`src/hdl/t1cs_pkg.sv`:
```
// Constants, field layout and carrier types of the timer 1 control/status
// register. Assumes one clock domain and field positions as printed.
// Notes on behaviour
// RULE_01: Field 22 turns paired pulse width modulation on.
// RULE_02: Timer 0 sets period, timer 1 high time.
// RULE_03: Software sets generate mode, active-high outputs first.
// RULE_04: Enabled capture in capture mode sets flag.
// RULE_05: Counter rollover in generate mode sets flag.
// RULE_06: Writing one clears flag; zero leaves it.
// RULE_07: Field 24 runs the counter; zero halts.
// RULE_08: Field 25 gates only the interrupt output.
// RULE_09: Field 26 high keeps loading from reload value.
// RULE_10: Generate: reload and run, or hold terminal.
// RULE_11: Capture: overwrite, or keep until read.
// RULE_12: Field 28 gates the external capture trigger.
// RULE_13: Field 29 gates the external generate output.
// RULE_14: Field 30 selects up or down counting.
// RULE_15: Field 31 selects generate or capture mode.
// RULE_16: All-enable write one sets both run enables.
// RULE_17: Reset clears every control and status field.
package t1cs_pkg;

    // Field positions, numbered as the vector index of the register word
    localparam int unsigned ALL_EN_BIT   = 21;
    localparam int unsigned PWM_EN_BIT   = 22;
    localparam int unsigned IRQ_FLAG_BIT = 23;
    localparam int unsigned RUN_EN_BIT   = 24;
    localparam int unsigned IRQ_EN_BIT   = 25;
    localparam int unsigned LOAD_BIT     = 26;
    localparam int unsigned AUTO_RLD_BIT = 27;
    localparam int unsigned EXT_CAP_BIT  = 28;
    localparam int unsigned EXT_GEN_BIT  = 29;
    localparam int unsigned DOWN_BIT     = 30;
    localparam int unsigned CAP_MODE_BIT = 31;

    // Byte lanes that hold implemented fields
    localparam int unsigned LANE_HI = 3;  // Fields 24..31
    localparam int unsigned LANE_LO = 2;  // Fields 21..23

    // Reset image of the whole register
    localparam logic [31:0] REG_RESET = 32'h0000_0000;

    // Control fields that steer the counter datapath
    typedef struct packed {
        logic timer1_capture_mode;
        logic timer1_count_down;
        logic timer1_ext_generate_enable;
        logic timer1_ext_capture_enable;
        logic timer1_auto_reload;
        logic timer1_load_strobe;
        logic timer1_irq_enable;
        logic timer1_run_enable;
        logic timer1_irq_flag;
        logic pwm_pair_enable;
        logic all_timers_enable;
    } t1cs_ctrl_s;

    // Register access port carrier
    typedef struct packed {
        logic        wr_en;
        logic        rd_en;
        logic [3:0]  be;
        logic [31:0] wdata;
    } t1cs_req_s;

endpackage : t1cs_pkg

```
`src/hdl/t1cs_top.sv`:
```
// Timer 1 control/status register with event flag, interrupt gate,
// external trigger and generate gating and the paired PWM output.
// Assumes datapath events arrive as one-cycle pulses on clk.
`timescale 1ns/1ns
module t1cs_top (
    // Clock and reset
    input  wire logic                  clk,
    input  wire logic                  reset,
    // Register access port
    input  wire t1cs_pkg::t1cs_req_s   req,
    output logic [31:0]                rdata,
    output logic                       rvalid,
    // Datapath events, same clock
    input  wire logic                  t1_rollover,
    input  wire logic                  t0_rollover,
    input  wire logic                  gen_raw,
    input  wire logic                  capture_read,
    // External pins
    input  wire logic                  capture_trig,
    output logic                       gen_out,
    output logic                       pwm_out,
    // Controls toward the datapath and timer 0
    output t1cs_pkg::t1cs_ctrl_s       ctrl,
    output logic                       capture_store,
    output logic                       hold_at_terminal,
    output logic                       timer0_run_set,
    output logic                       irq
);

    // Register fields
    t1cs_pkg::t1cs_ctrl_s ctrl_q, ctrl_d;
    // Read data and its valid
    logic [31:0]          rdata_q, rdata_d;
    logic                 rvalid_q, rvalid_d;
    // Trigger synchroniser and edge history
    logic                 trig_s1_q, trig_s2_q, trig_prev_q;
    // Registered pins
    logic                 gen_q, gen_d;
    logic                 pwm_q, pwm_d;
    logic                 irq_q, irq_d;
    logic                 t0set_q, t0set_d;
    // A captured value not yet read back
    logic                 held_q, held_d;
    // Decoded strobes
    logic                 wr_hi, wr_lo, trig_edge, cap_fire, flag_set;

    // Register image for reads; reserved bits read as zero
    function automatic logic [31:0] image(input t1cs_pkg::t1cs_ctrl_s c);
        logic [31:0] w;
        w = t1cs_pkg::REG_RESET;
        w[t1cs_pkg::ALL_EN_BIT]   = c.all_timers_enable;
        w[t1cs_pkg::PWM_EN_BIT]   = c.pwm_pair_enable;
        w[t1cs_pkg::IRQ_FLAG_BIT] = c.timer1_irq_flag;
        w[t1cs_pkg::RUN_EN_BIT]   = c.timer1_run_enable;
        w[t1cs_pkg::IRQ_EN_BIT]   = c.timer1_irq_enable;
        w[t1cs_pkg::LOAD_BIT]     = c.timer1_load_strobe;
        w[t1cs_pkg::AUTO_RLD_BIT] = c.timer1_auto_reload;
        w[t1cs_pkg::EXT_CAP_BIT]  = c.timer1_ext_capture_enable;
        w[t1cs_pkg::EXT_GEN_BIT]  = c.timer1_ext_generate_enable;
        w[t1cs_pkg::DOWN_BIT]     = c.timer1_count_down;
        w[t1cs_pkg::CAP_MODE_BIT] = c.timer1_capture_mode;
        return w;
    endfunction : image

    // Lane decode of a write
    assign wr_hi = req.wr_en && req.be[t1cs_pkg::LANE_HI];
    assign wr_lo = req.wr_en && req.be[t1cs_pkg::LANE_LO];

    // Only the second stage is looked at by the edge detector
    assign trig_edge = trig_s2_q && !trig_prev_q;
    assign cap_fire  = trig_edge && ctrl_q.timer1_ext_capture_enable; // RULE_12

    // Flag sources: capture while running in capture mode, or rollover in generate mode
    assign flag_set =
        (cap_fire && ctrl_q.timer1_run_enable
                  && ctrl_q.timer1_capture_mode)                    // RULE_04
        || (t1_rollover && !ctrl_q.timer1_capture_mode);            // RULE_05

    // Next state of the register fields
    always_comb begin
        ctrl_d  = ctrl_q;
        t0set_d = 1'b0;
        if (wr_hi) begin
            ctrl_d.timer1_capture_mode  =
                req.wdata[t1cs_pkg::CAP_MODE_BIT];                  // RULE_15
            ctrl_d.timer1_count_down    =
                req.wdata[t1cs_pkg::DOWN_BIT];                      // RULE_14
            ctrl_d.timer1_ext_generate_enable =
                req.wdata[t1cs_pkg::EXT_GEN_BIT];
            ctrl_d.timer1_ext_capture_enable  =
                req.wdata[t1cs_pkg::EXT_CAP_BIT];
            ctrl_d.timer1_auto_reload   = req.wdata[t1cs_pkg::AUTO_RLD_BIT];
            ctrl_d.timer1_load_strobe   = req.wdata[t1cs_pkg::LOAD_BIT];
            ctrl_d.timer1_irq_enable    = req.wdata[t1cs_pkg::IRQ_EN_BIT];
            ctrl_d.timer1_run_enable    =
                req.wdata[t1cs_pkg::RUN_EN_BIT];                    // RULE_07
        end
        if (wr_lo) begin
            ctrl_d.pwm_pair_enable   =
                req.wdata[t1cs_pkg::PWM_EN_BIT];                    // RULE_01
            ctrl_d.all_timers_enable = req.wdata[t1cs_pkg::ALL_EN_BIT];
            // Writing one to the all-enable also starts both timers
            if (req.wdata[t1cs_pkg::ALL_EN_BIT]) begin
                ctrl_d.timer1_run_enable = 1'b1;                    // RULE_16
                t0set_d                  = 1'b1;                    // RULE_16
            end
            // Write one clears the flag
            if (req.wdata[t1cs_pkg::IRQ_FLAG_BIT]) begin
                ctrl_d.timer1_irq_flag = 1'b0;                      // RULE_06
            end
        end
        // A new event beats a clear in the same cycle
        if (flag_set) begin
            ctrl_d.timer1_irq_flag = 1'b1;                          // RULE_04
        end
    end

    // Capture storage: overwrite only when reload is on or nothing held
    always_comb begin
        capture_store = cap_fire && ctrl_q.timer1_capture_mode
                        && ctrl_q.timer1_run_enable
                        && (ctrl_q.timer1_auto_reload || !held_q);  // RULE_11
        held_d = held_q;
        if (capture_read) begin
            held_d = 1'b0;
        end
        // A store in the reading cycle leaves a fresh value held
        if (capture_store) begin
            held_d = 1'b1;
        end
    end

    // Generate mode stops at the terminal value without auto reload
    assign hold_at_terminal = !ctrl_q.timer1_capture_mode
                              && !ctrl_q.timer1_auto_reload;        // RULE_10

    // Pin and interrupt next values
    always_comb begin
        gen_d = gen_raw && ctrl_q.timer1_ext_generate_enable;       // RULE_13
        irq_d = ctrl_q.timer1_irq_flag && ctrl_q.timer1_irq_enable; // RULE_08
        pwm_d = pwm_q;
        // Timer 0 rollover opens the period, timer 1 ends the high time
        if (!ctrl_q.pwm_pair_enable) begin
            pwm_d = 1'b0;                                           // RULE_01
        end else if (t1_rollover) begin
            pwm_d = 1'b0;                                           // RULE_02
        end else if (t0_rollover) begin
            pwm_d = 1'b1;                                           // RULE_02
        end
    end

    // Read port: image captured on the request, valid one cycle later
    always_comb begin
        rvalid_d = req.rd_en;
        rdata_d  = rdata_q;
        if (req.rd_en) begin
            rdata_d = image(ctrl_q);
        end
    end

    // State registers
    always_ff @(posedge clk) begin
        if (reset) begin
            ctrl_q      <= '0;                                      // RULE_17
            rdata_q     <= 32'h0000_0000;
            rvalid_q    <= 1'b0;
            trig_s1_q   <= 1'b0;
            trig_s2_q   <= 1'b0;
            trig_prev_q <= 1'b0;
            gen_q       <= 1'b0;
            pwm_q       <= 1'b0;
            irq_q       <= 1'b0;
            t0set_q     <= 1'b0;
            held_q      <= 1'b0;
        end else begin
            ctrl_q      <= ctrl_d;
            rdata_q     <= rdata_d;
            rvalid_q    <= rvalid_d;
            trig_s1_q   <= capture_trig;
            trig_s2_q   <= trig_s1_q;
            trig_prev_q <= trig_s2_q;
            gen_q       <= gen_d;
            pwm_q       <= pwm_d;
            irq_q       <= irq_d;
            t0set_q     <= t0set_d;
            held_q      <= held_d;
        end
    end

    // Outputs; the load field acts as a level while it is set
    assign ctrl           = ctrl_q;                                 // RULE_09
    assign rdata          = rdata_q;
    assign rvalid         = rvalid_q;
    assign gen_out        = gen_q;
    assign pwm_out        = pwm_q;
    assign irq            = irq_q;
    assign timer0_run_set = t0set_q;
endmodule : t1cs_top

```
`config.mk`:
```
export PLATFORM = sky130hd
export DESIGN_NAME = t1cs_top
export DESIGN_NICKNAME = d
export VERILOG_FILES = /design/src/hdl/t1cs_pkg.sv /design/src/hdl/t1cs_top.sv
export SDC_FILE = /design/constraint.sdc
export NUM_CORES = 1
export LEC_CHECK = 0
export ABC_CLOCK_PERIOD_IN_PS = 1370
export BUFFER_PORTS_ARGS = -buffer_cell sky130_fd_sc_hd__buf_2
export CORE_ASPECT_RATIO = 1.1
export CORE_UTILIZATION = 44
export CTS_BUF_LIST = sky130_fd_sc_hd__clkbuf_4 sky130_fd_sc_hd__clkbuf_8
export CTS_CLUSTER_SIZE = 16
export DETAILED_ROUTE_END_ITERATION = 7
export PLACE_DENSITY = 0.87
export SYNTH_ARGS = -nofsm -noshare
export SYNTH_HDL_FRONTEND = slang
export SYNTH_SLANG_ARGS = --single-unit
export TNS_END_PERCENT = 5
```
`constraint.sdc`:
```
create_clock -name clk -period 1.37 [get_ports clk]
set_input_delay 0 -clock clk [delete_from_list [all_inputs] [get_ports clk]]
set_output_delay 0 -clock clk [all_outputs]
set_load 0.05 [all_outputs]
```
# Word level (Yosys, flattened, before mapping)
# Index checks and enable logic that the tools add are counted.
classes:
  n_mux: 8
  bitwise_logic: 2
  reduce_logical: 25
op_table:
  columns: ["cell", "n"]
  rows:
  - ["$logic_and 1x1->1", 13]
  - ["$mux 1", 7]
  - ["$reduce_bool 2->1", 3]
  - ["$logic_not 1->1", 4]
  - ["$mux 4", 1]
  - ["$reduce_or 3->1", 1]
  - ["$logic_or 1x1->1", 2]
  - ["$not 1->1", 2]
  - ["$reduce_and 2->1", 1]
  - ["$reduce_or 2->1", 1]
word_totals:
  ff_bits: 31
  in_bits: 45
  output_inout_bits: 50
  elab_cells: 56

# Logic depth before layout (Yosys ltp)
# Gate-level depths: netlist of run 1.
depth:
  depth_word: 8
  ltp_mapped: 4
  depth_no_buf: 3

# Worst setup path after synthesis of run 1
# OpenSTA, ideal clock, no wires.
synth_timing:
  kind: "reg2reg"
  from: "register ctrl_q (netlist bit ctrl[10])"
  to: "register held_q"
  setup_ns: 0.061
  t_arrival_ns: 1.765
  required_time_ns: 1.309
  setup_slack_ns: -0.456
  path_stages_with_launch: 4
  path_buffers: 0
  period_less_slack_ns: 1.826
  path_cell_list: "dfxtp_1 nand4_2 nor3_2 o21ba_1"
synth_via:
  elab_chain_len: 4
  word_cells_on_any_way: 5
  classes_between: "mux: 1; reduce/logical: 4"
synth_rtl:
  columns: ["item", "line_no", "rtl"]
  rows:
  - ["start, declared", "t1cs_top.sv:31", "t1cs_pkg::t1cs_ctrl_s ctrl_q, ctrl_d;"]
  - ["start signal, assigned", "t1cs_top.sv:176", "ctrl_q <= ctrl_d;"]
  - ["$logic_and 1x1->1 *", "t1cs_top.sv:120", "capture_store = cap_fire && ctrl_q.timer1_capture_mode"]
  - ["$logic_and 1x1->1 *", "t1cs_top.sv:121", "&& ctrl_q.timer1_run_enable"]
  - ["$logic_and 1x1->1 *", "t1cs_top.sv:122", "&& (ctrl_q.timer1_auto_reload || !held_q);"]
  - ["via capture_store", "t1cs_top.sv:24", "output logic capture_store,"]
  - ["$mux 1 / $reduce_bool 2->1 (equally long branches)", null, null]
  - ["end signal, assigned", "t1cs_top.sv:186", "held_q <= held_d;"]
  - ["end, declared", "t1cs_top.sv:43", "logic held_q, held_d;"]
# Mark *: on every way through the listed nets, which the timed path passes. The rest lies on a longest branch.
# A chain may end at the register's enable or synchronous reset.

# Worst setup path after layout of run 1
layout_timing:
  from: "register ctrl_q (netlist bit ctrl[10])"
  to: "output capture_store"
layout_via:
  elab_chain_len: 3
layout_rtl:
  columns: ["item", "line_no"]
  rows:
  - ["$logic_and 1x1->1", "t1cs_top.sv:120"]
  - ["$logic_and 1x1->1", "t1cs_top.sv:121"]
  - ["$logic_and 1x1->1", "t1cs_top.sv:122"]
  - ["end, declared", "t1cs_top.sv:24"]
# No other way between the ends.

==> results of run 1 <==
==> sequential cells by signal, summed over array words and instances (netlist names) <==
signal	cells
gen_out	1
ctrl	11
pwm_out	1
trig_s2_q	1
irq	1
trig_prev_q	1
timer0_run_set	1
trig_s1_q	1
rdata	11
rvalid	1
held_q	1
==> power by group through the flow <==
stage                     combinational, mW  clock [mW]  sequential, mW
after floorplan                       0.262           0            1.08
after global placement                0.392           0           0.975
after detailed placement              0.395           0           0.976
after CTS                             0.438       0.754           0.955
after global routing                  0.467       0.789           0.960
final                                 0.440       0.731           0.954
==> cell usage after synthesis <==
master and n:
nor2_1 15, nand2_2 1, buf_2 4, nor2b_1 6
nor4b_2 1, nor3b_1 1, a21oi_1 11, dfxtp_1 31
nand4_2 1, buf_6 1, buf_4 22, nand3_1 10
mux2i_1 11, nor3_2 1, nand2_1 12, o21ba_1 1
a21o_1 1, a211oi_1 1, nand2b_2 1, conb_1 1
nor3_1 1, a2bb2oi_1 1
==> area by class of cell <==
cell class / count / area (um^2) / area share
repair buffers: 73 / 482 / 0.271
clock inverters: 2 / 35.0 / 0.0197
multi-input cells: 97 / 538 / 0.302
clock buffers: 6 / 51.3 / 0.0288
well taps: 33 / 41.3 / 0.0232
flip-flops and latches: 31 / 633 / 0.356
==> critical path, cell delays in order (launching register included) <==
cell and delay (ns):
dfxtp_4 0.39, nand4_2 0.14, nor3_4 0.18, buf_6 0.19
==> layout by cell type (no fill, tap or decap), types with 2 or more instances in the layout <==
cell type,instances
buf_2,49
dfxtp_1,27
conb_1,21
dlygate4sd3_1,21
nor2_1,15
nand2_1,12
a21oi_1,11
mux2i_1,11
nand3_1,10
nor2b_1,6
clkbuf_4,5
dfxtp_4,3
buf_4,2
==> repair_timing <==
item | 4_1_cts | 5_1_grt
setup endpoints to repair | 1 | 1
resized for setup | 1 | 1
cloned | 0 | 0
hold buffers | 21 | 0
hold endpoints to repair | 20 | 0
pin swaps | 0 | 1
==> path summary, 6_finish.rpt <==
check,start,endpoint,slack [ns],cells after the start
setup reg to reg,pwm_out,pwm_out,0.15,3
hold reg to reg,trig_s1_q,trig_s2_q,0.45,1
hold / removal,req[24],ctrl[3],0.01,3
setup / recovery,ctrl[10],capture_store,0.13,3
==> kinds of logic after synthesis <==
logic type / synth area share
buffers and inverters: 0.154
AND/OR/NAND/NOR: 0.199
multiplexers: 0.0864
AO/OA/AOI/OAI: 0.0697
other: 0.00294
flip-flops: 0.487
==> through the flow <==
step | worst slack (ns) | cells | power, mW | utilization
6_report | 0.131 | 242 | 2.12 | 0.647
5_1_grt | 0.0641 | 242 | 2.22 | 0.647
4_1_cts | 0.0404 | 242 | 2.15 | 0.645
3_5_place_dp | 0.361 | 213 | 1.37 | 0.537
3_3_place_gp | 0.370 | 213 | 1.37 | 0.537
2_1_floorplan | 0.0284 | 155 | 1.34 | -
==> metal layers <==
metal  up-vias  GRT usage  wire length [um]
met5         -          0                 0
met4         0      0.128                64
met3         7     0.0413               154
met2        48      0.318              1330
met1       507      0.192              1130
li1        553          -                 -
==> flow_summary.toml, run 1 <==
[pwr]
powerDensity_nw_per_um2 = 1190
power.share.combinational = 0.207
ir_drop_mv = 0.767
pwr-share-clk = 0.344
internal_power_mw = 1.48
p_leak_nw = 0.895
sw_frac_of_total = 0.304
power.net_switching_mw = 0.647
p_seq_frac = 0.449

[synthesis]
synth_seq_cells = 31
avgSynthCellArea_um2 = 9.43
yosysUniqueCellTypes = 22
syn_inst = 135
synth_top_area_share = 0.487
synth.top_cells.by_area = "dfxtp_1 49%, buf_4 13%, mux2i_1 8.6%"
yosysWarningCount = 0
seq_area_frac_synth = 0.487
netlist_area_um2 = 1270
yosysTopAreaCell = "dfxtp_1"

[job]
drv_cap = 0

[timing]
fmax_mhz = 807
slew_viol_final = 0
fin_skew_ns = 0.0105
setup_viol = 0
finalHoldViolCount = 0
finalCritPeriodShare = 0.904
whs_ns = 0.0143
rsz0062_at_grt = "false"
fin_setup_tns_ns = 0
period_needed_ns = 1.24

[clocking]
cts_buffers = 5
cts_tree = "done"
post-cts-setup-buffers = 0
cts_sinks = 31
h-tree-depth = 2
worstSkewPairLatency_ns = 0.33
cts-root-buf = "clkbuf_4"
cts_max_path_buffers = 2
path_clk_slew_ns = 0.09

[place]
port_buffers = 50
dpl_cell_area_um2 = 1480
gp_congestion = 0.733
dpl.hpwl_um = 1740

[min_path]
holdCritPathClass = "primary input to flop"

[final_layout]
drive_above_1_share = 0.330
design_area_um2 = 1780
num_antenna_cells = 0
fin_nets = 253
syn2layout_area_growth_pct = 39.8
fillers = 238

[grt]
overflow = 0
antenna_found_initial = 0
grt_pass1_vias = 979
grt_usage = 0.184
grt_max_degree = 14
grt_pass1_wl_um = 4060

[drt]
drtPass1Iterations = 4
vias = 1115
drc = 0
ant_nets = 0
wirelength_um = 2680
via_per_inst = 4.61
post_drt_wl_per_cell_um = 11.1
drt_iter0_drc = 19

[floorplanning]
io_pins = 95
initial_utilization = 0.463
dieHeight_um = 58.4
coreArea_um2 = 2750
dieWidth_um = 53.3
die_area_um2 = 3110
rows = 20

[setup_path]
critPathKind = "flop to output port"
start_kind = "flop"
endpoint_kind = "output port"
cp.required_ns = 1.37
cp.arrival_ns = 1.24
cp_max_fo = 6

[outcome]
status = "finished, final reports clean"
Power figures use the tool's default switching activity.
==> run 2: changes to the inputs <==
--- a/config.mk
+++ b/config.mk
@@ -5,6 +5,7 @@
 export SDC_FILE = /design/constraint.sdc
 export NUM_CORES = 1
 export LEC_CHECK = 0
+export ABC_AREA = 1
 export ABC_CLOCK_PERIOD_IN_PS = 1370
 export BUFFER_PORTS_ARGS = -buffer_cell sky130_fd_sc_hd__buf_2
 export CORE_ASPECT_RATIO = 1.1
@@ -12,7 +13,8 @@
 export CTS_BUF_LIST = sky130_fd_sc_hd__clkbuf_4 sky130_fd_sc_hd__clkbuf_8
 export CTS_CLUSTER_SIZE = 16
 export DETAILED_ROUTE_END_ITERATION = 7
-export PLACE_DENSITY = 0.87
+export PLACE_DENSITY = 0.89
+export RECOVER_POWER = 100
 export SYNTH_ARGS = -nofsm -noshare
 export SYNTH_HDL_FRONTEND = slang
 export SYNTH_SLANG_ARGS = --single-unit
==> flow_summary.toml, run 2 <==
[setup_path]
ff2ff_path_depth = 3
cp.required_ns = 1.37
start_kind = "flop"
endpoint_kind = "output port"
cp_max_fo = 3
critPathKind = "flop to output port"
cp.arrival_ns = 1.25

[pwr]
power_mw = 2.13
powerDensity_nw_per_um2 = 1290
p_leak_nw = 0.793
ir_drop_mv = 0.976

[place]
place_ws_ns = 0.374
port_buffers = 50
dpl_cell_area_um2 = 1410
dpl.hpwl_um = 1820
gp_congestion = 0.746

[grt]
grt_usage = 0.202
grt_pass1_vias = 973
grt_max_degree = 24
overflow = 0
grt_pass1_wl_um = 4270
antenna_found_initial = 0

[synthesis]
ys.flop_type = "dfxtp_1"
synth_top_area_share = 0.497
avgSynthCellArea_um2 = 8.10
seq_area_frac_synth = 0.497
yosysTopAreaCell = "dfxtp_1"
ys_top_cells_by_count = "31 x dfxtp_1, 31 x nor2_1, 22 x buf_4"
async_flop_share = 0
netlist_area_um2 = 1250
synth_edf_count = 0
synth.top_cells.by_area = "dfxtp_1 50%, buf_4 13%, nor2_1 9.3%"
yosysWarningCount = 0
synth_seq_cells = 31
syn_inst = 154
yosysUniqueCellTypes = 13

[timing]
fmax_mhz = 800
finalHoldViolCount = 0
fin_skew_ns = 0.000886
whs_ns = 0.0399
relSlewSlack = 0.589
finalCritPeriodShare = 0.913
rsz0062_at_grt = "false"
period_needed_ns = 1.25
setup_viol = 0
tightest_slew_ns = 0.620
slew_viol_final = 0
fin_setup_tns_ns = 0
setup_slack_ns = 0.120

[final_layout]
design_area_um2 = 1650
layout_common_cells = "31 x nor2_1, 30 x dfxtp_1, 26 x buf_2"
drive_above_1_share = 0.179
fillers = 233
num_antenna_cells = 0
syn2layout_area_growth_pct = 31.9
fin_nets = 268
layout_commonest_cell = "nor2_1"

[drt]
vias = 1161
wirelength_um = 2930
via_per_inst = 4.55
post_drt_wl_per_cell_um = 11.5
drtPass1Iterations = 4
drt_iter0_drc = 26
ant_nets = 0
drc = 0

[clocking]
worstSkewPairLatency_ns = 0.32
cts_buffers = 5
path_clk_slew_ns = 0.09
h-tree-depth = 2
cts-root-buf = "clkbuf_4"
cts_tree = "done"
cts_max_path_buffers = 2
cts_sinks = 31

[floorplanning]
dieHeight_um = 57.8
coreArea_um2 = 2590
die_area_um2 = 3050
initial_utilization = 0.481
dieWidth_um = 52.8
io_pins = 95
rows = 19

[min_path]
holdCritPathClass = "primary input to flop"
hold_depth = 2

[job]
drv_cap = 0

[outcome]
status = "finished, final reports clean"
[run 2: cell count changes after synthesis, sizes merged, moves of 2 or more]
cell / delta
nor3: -2
inv: +16
o21ai: +21
mux2i: -11
nand3: -5
nor2: +16
nor2b: -6
[run 2: routing by layer]
layer | GRT usage | share of wire | vias up
met5 | 0 | 0 | -
met4 | 0.102 | 0.017 | 0
met3 | 0.0604 | 0.058 | 7
met2 | 0.331 | 0.50 | 49
met1 | 0.234 | 0.42 | 522
li1 | - | - | 583
[run 2: stage by stage]
stage,cells,util
5_1_grt,255,0.635
3_5_place_dp,230,0.544
3_3_place_gp,230,0.544
6_report,255,0.635
4_1_cts,255,0.637
2_1_floorplan,174,-
[run 2: power breakdown]
group	switching [mW]	internal, mW	leakage (nW)
combinational	0.412	0.112	0.496
clock	0.300	0.322	0.0420
sequential	0.0312	0.952	0.256
[run 2: critical path, cell delays in order, from the launching register on]
cell and delay [ns]:
dfxtp_1 0.37, inv_1 0.07, nor2_1 0.12, nand3_1 0.11, inv_1 0.07, buf_4 0.19
[run 2: logic make-up after synthesis]
family / after synthesis / synth area share
AND/OR/NAND/NOR: 49 / 0.154
buffers and inverters: 42 / 0.221
AO/OA/AOI/OAI: 31 / 0.124
flip-flops: 31 / 0.497
other: 1 / 0.00301
[run 2: final cells by class]
cell class              count  area [um^2]  area share
flip-flops and latches     31          622       0.378
inverters                  16         65.1      0.0395
clock buffers               8         72.6      0.0441
multi-input cells         101          442       0.268
well taps                  31         38.8      0.0236
repair buffers             68          405       0.246
[run 2: worst paths after layout]
| check | start | end | slack (ns) |
|---|---|---|---|
| worst min register to register | trig_s1_q | trig_s2_q | 0.41 |
| worst max register to register | ctrl[1] | pwm_out | 0.33 |
| worst max-delay path | ctrl[3] | capture_store | 0.12 |
| worst min-delay path | req[36] | rdata[24] | 0.04 |
[run 2: timing repair]
action,CTS,global route
hold endpoints to repair,18,0
buffers inserted,0,0
hold buffers,17,0
setup endpoints to repair,0,2
gates resized for setup,0,8
==> run 3: changes to the inputs <==
--- a/config.mk
+++ b/config.mk
@@ -6,13 +6,14 @@
 export NUM_CORES = 1
 export LEC_CHECK = 0
 export ABC_AREA = 1
-export ABC_CLOCK_PERIOD_IN_PS = 1370
+export ABC_CLOCK_PERIOD_IN_PS = 1600
 export BUFFER_PORTS_ARGS = -buffer_cell sky130_fd_sc_hd__buf_2
 export CORE_ASPECT_RATIO = 1.1
 export CORE_UTILIZATION = 44
 export CTS_BUF_LIST = sky130_fd_sc_hd__clkbuf_4 sky130_fd_sc_hd__clkbuf_8
 export CTS_CLUSTER_SIZE = 16
 export DETAILED_ROUTE_END_ITERATION = 7
+export MAX_ROUTING_LAYER = met4
 export PLACE_DENSITY = 0.89
 export RECOVER_POWER = 100
 export SYNTH_ARGS = -nofsm -noshare
==> constraint.sdc (replaced) <==
create_clock -name clk -period 1.6 [get_ports clk]
set_input_delay 0 -clock clk [delete_from_list [all_inputs] [get_ports clk]]
set_output_delay 0 -clock clk [all_outputs]
set_load 0.05 [all_outputs]
==> flow_summary.toml, run 3 (synthesized netlist as in run 2, its figures left out) <==
[pwr]
sw_frac_of_total = 0.364
internal_power_mw = 1.11
power.net_switching_mw = 0.635
power.share.combinational = 0.252
ir_drop_mv = 0.668
powerDensity_nw_per_um2 = 1090
pwr-share-clk = 0.266
p_leak_nw = 0.769
p_seq_frac = 0.482

[min_path]
hold_depth = 2
holdCritPathClass = "primary input to flop"

[clocking]
cts_buffers = 5
h-tree-depth = 2
path_clk_slew_ns = 0.10
holdBufCountCts = 18
post-cts-setup-buffers = 0
worstSkewPairLatency_ns = 0.32
cts_tree = "done"
cts-root-buf = "clkbuf_4"
cts_resized = 0
cts_max_path_buffers = 2
cts_sinks = 31

[setup_path]
endpoint_kind = "flop"
cp.arrival_ns = 1.70
cp_max_fo = 9
rrSetupSlack_ns = 0.24
ff2ff_path_depth = 3
cp.required_ns = 1.86
start_kind = "primary input"
critPathKind = "primary input to flop"

[floorplanning]
rows = 19
dieWidth_um = 52.8
dieHeight_um = 57.8
die_area_um2 = 3050
io_pins = 95
coreArea_um2 = 2590
initial_utilization = 0.481

[timing]
fmax_mhz = 695
period_needed_ns = 1.44
tightest_slew_ns = 0.616
relSlewSlack = 0.591
finalHoldViolCount = 0
slew_viol_final = 0
fin_skew_ns = 0.0129
setup_viol = 0
fin_setup_tns_ns = 0
rsz0062_at_grt = "false"
whs_ns = 0.0474
finalCritPeriodShare = 0.900

[drt]
drc = 0
drt_iter0_drc = 18
drtPass1Iterations = 4
vias = 1158
wirelength_um = 2920
ant_nets = 0
post_drt_wl_per_cell_um = 11.4
via_per_inst = 4.54

[final_layout]
fin_nets = 268
stdcell_count = 255
layout_common_cells = "31 x nor2_1, 31 x dfxtp_1, 28 x clkbuf_1"
design_area_um2 = 1600
num_antenna_cells = 0
syn2layout_area_growth_pct = 28.6
drive_above_1_share = 0.138
final_util = 0.619

[grt]
overflow = 0
grt_pass1_wl_um = 4660
grt_usage = 0.220
antenna_found_initial = 0
grt_max_degree = 24
grt_pass1_vias = 1010

[job]
drv_cap = 0

[place]
dpl_cell_area_um2 = 1400
gp_congestion = 0.766
dp.cells = 229
dpl.hpwl_um = 1890
port_buffers = 50

[outcome]
status = "finished, final reports clean"
[run 3: changes by cell type in the layout (fill, tap and decap cells not counted), moves of 2 or more]
cell and change:
clkbuf_1 +6, buf_2 -5, buf_4 -3, clkbuf_8 -2
dlygate4sd3_1 +2
[run 3: layer usage]
metal  vias up  GRT usage  wire (um)
met3        10     0.0551        154
met1       516      0.252       1250
met2        56      0.360       1440
met4         0     0.0940         70
li1        576          -          -
met5         -          -          0
[run 3: final cells by class]
class / count / area (um^2)
clock buffers: 7 / 52.6
multi-input cells: 101 / 427
inverters: 16 / 65.1
clock inverters: 1 / 5.00
well taps: 31 / 38.8
repair buffers: 68 / 395
flip-flops and latches: 31 / 621
fillers: 255 / 987
[run 3: worst max-delay path, cell delays in order]
cell,delay [ns]
dlygate4sd3_1,0.54
buf_2,0.20
nor4_1,0.35
dlygate4sd3_1,0.62
[run 3: path summary, 6_finish.rpt]
path	from	to
setup reg to reg	ctrl[1]	pwm_out
hold / removal	req[36]	rdata[22]
hold reg to reg	trig_s1_q	trig_s2_q
setup / recovery	reset	pwm_out
[run 3: power by group through the flow]
stage               Combinational [mW]  Sequential, mW  Clock [mW]
floorplan                        0.243           0.995           0
global placement                 0.415           0.857           0
detailed placement               0.419           0.858           0
CTS                              0.451           0.840       0.469
global route                     0.468           0.847       0.523
finish                           0.439           0.842       0.464
[run 3: stage by stage]
step	power, mW	setup WS, ns
4_1_cts	1.76	0.267
6_report	1.74	0.160
2_1_floorplan	1.24	0.321
5_1_grt	1.84	0.0956
3_3_place_gp	1.27	0.618
3_5_place_dp	1.28	0.619
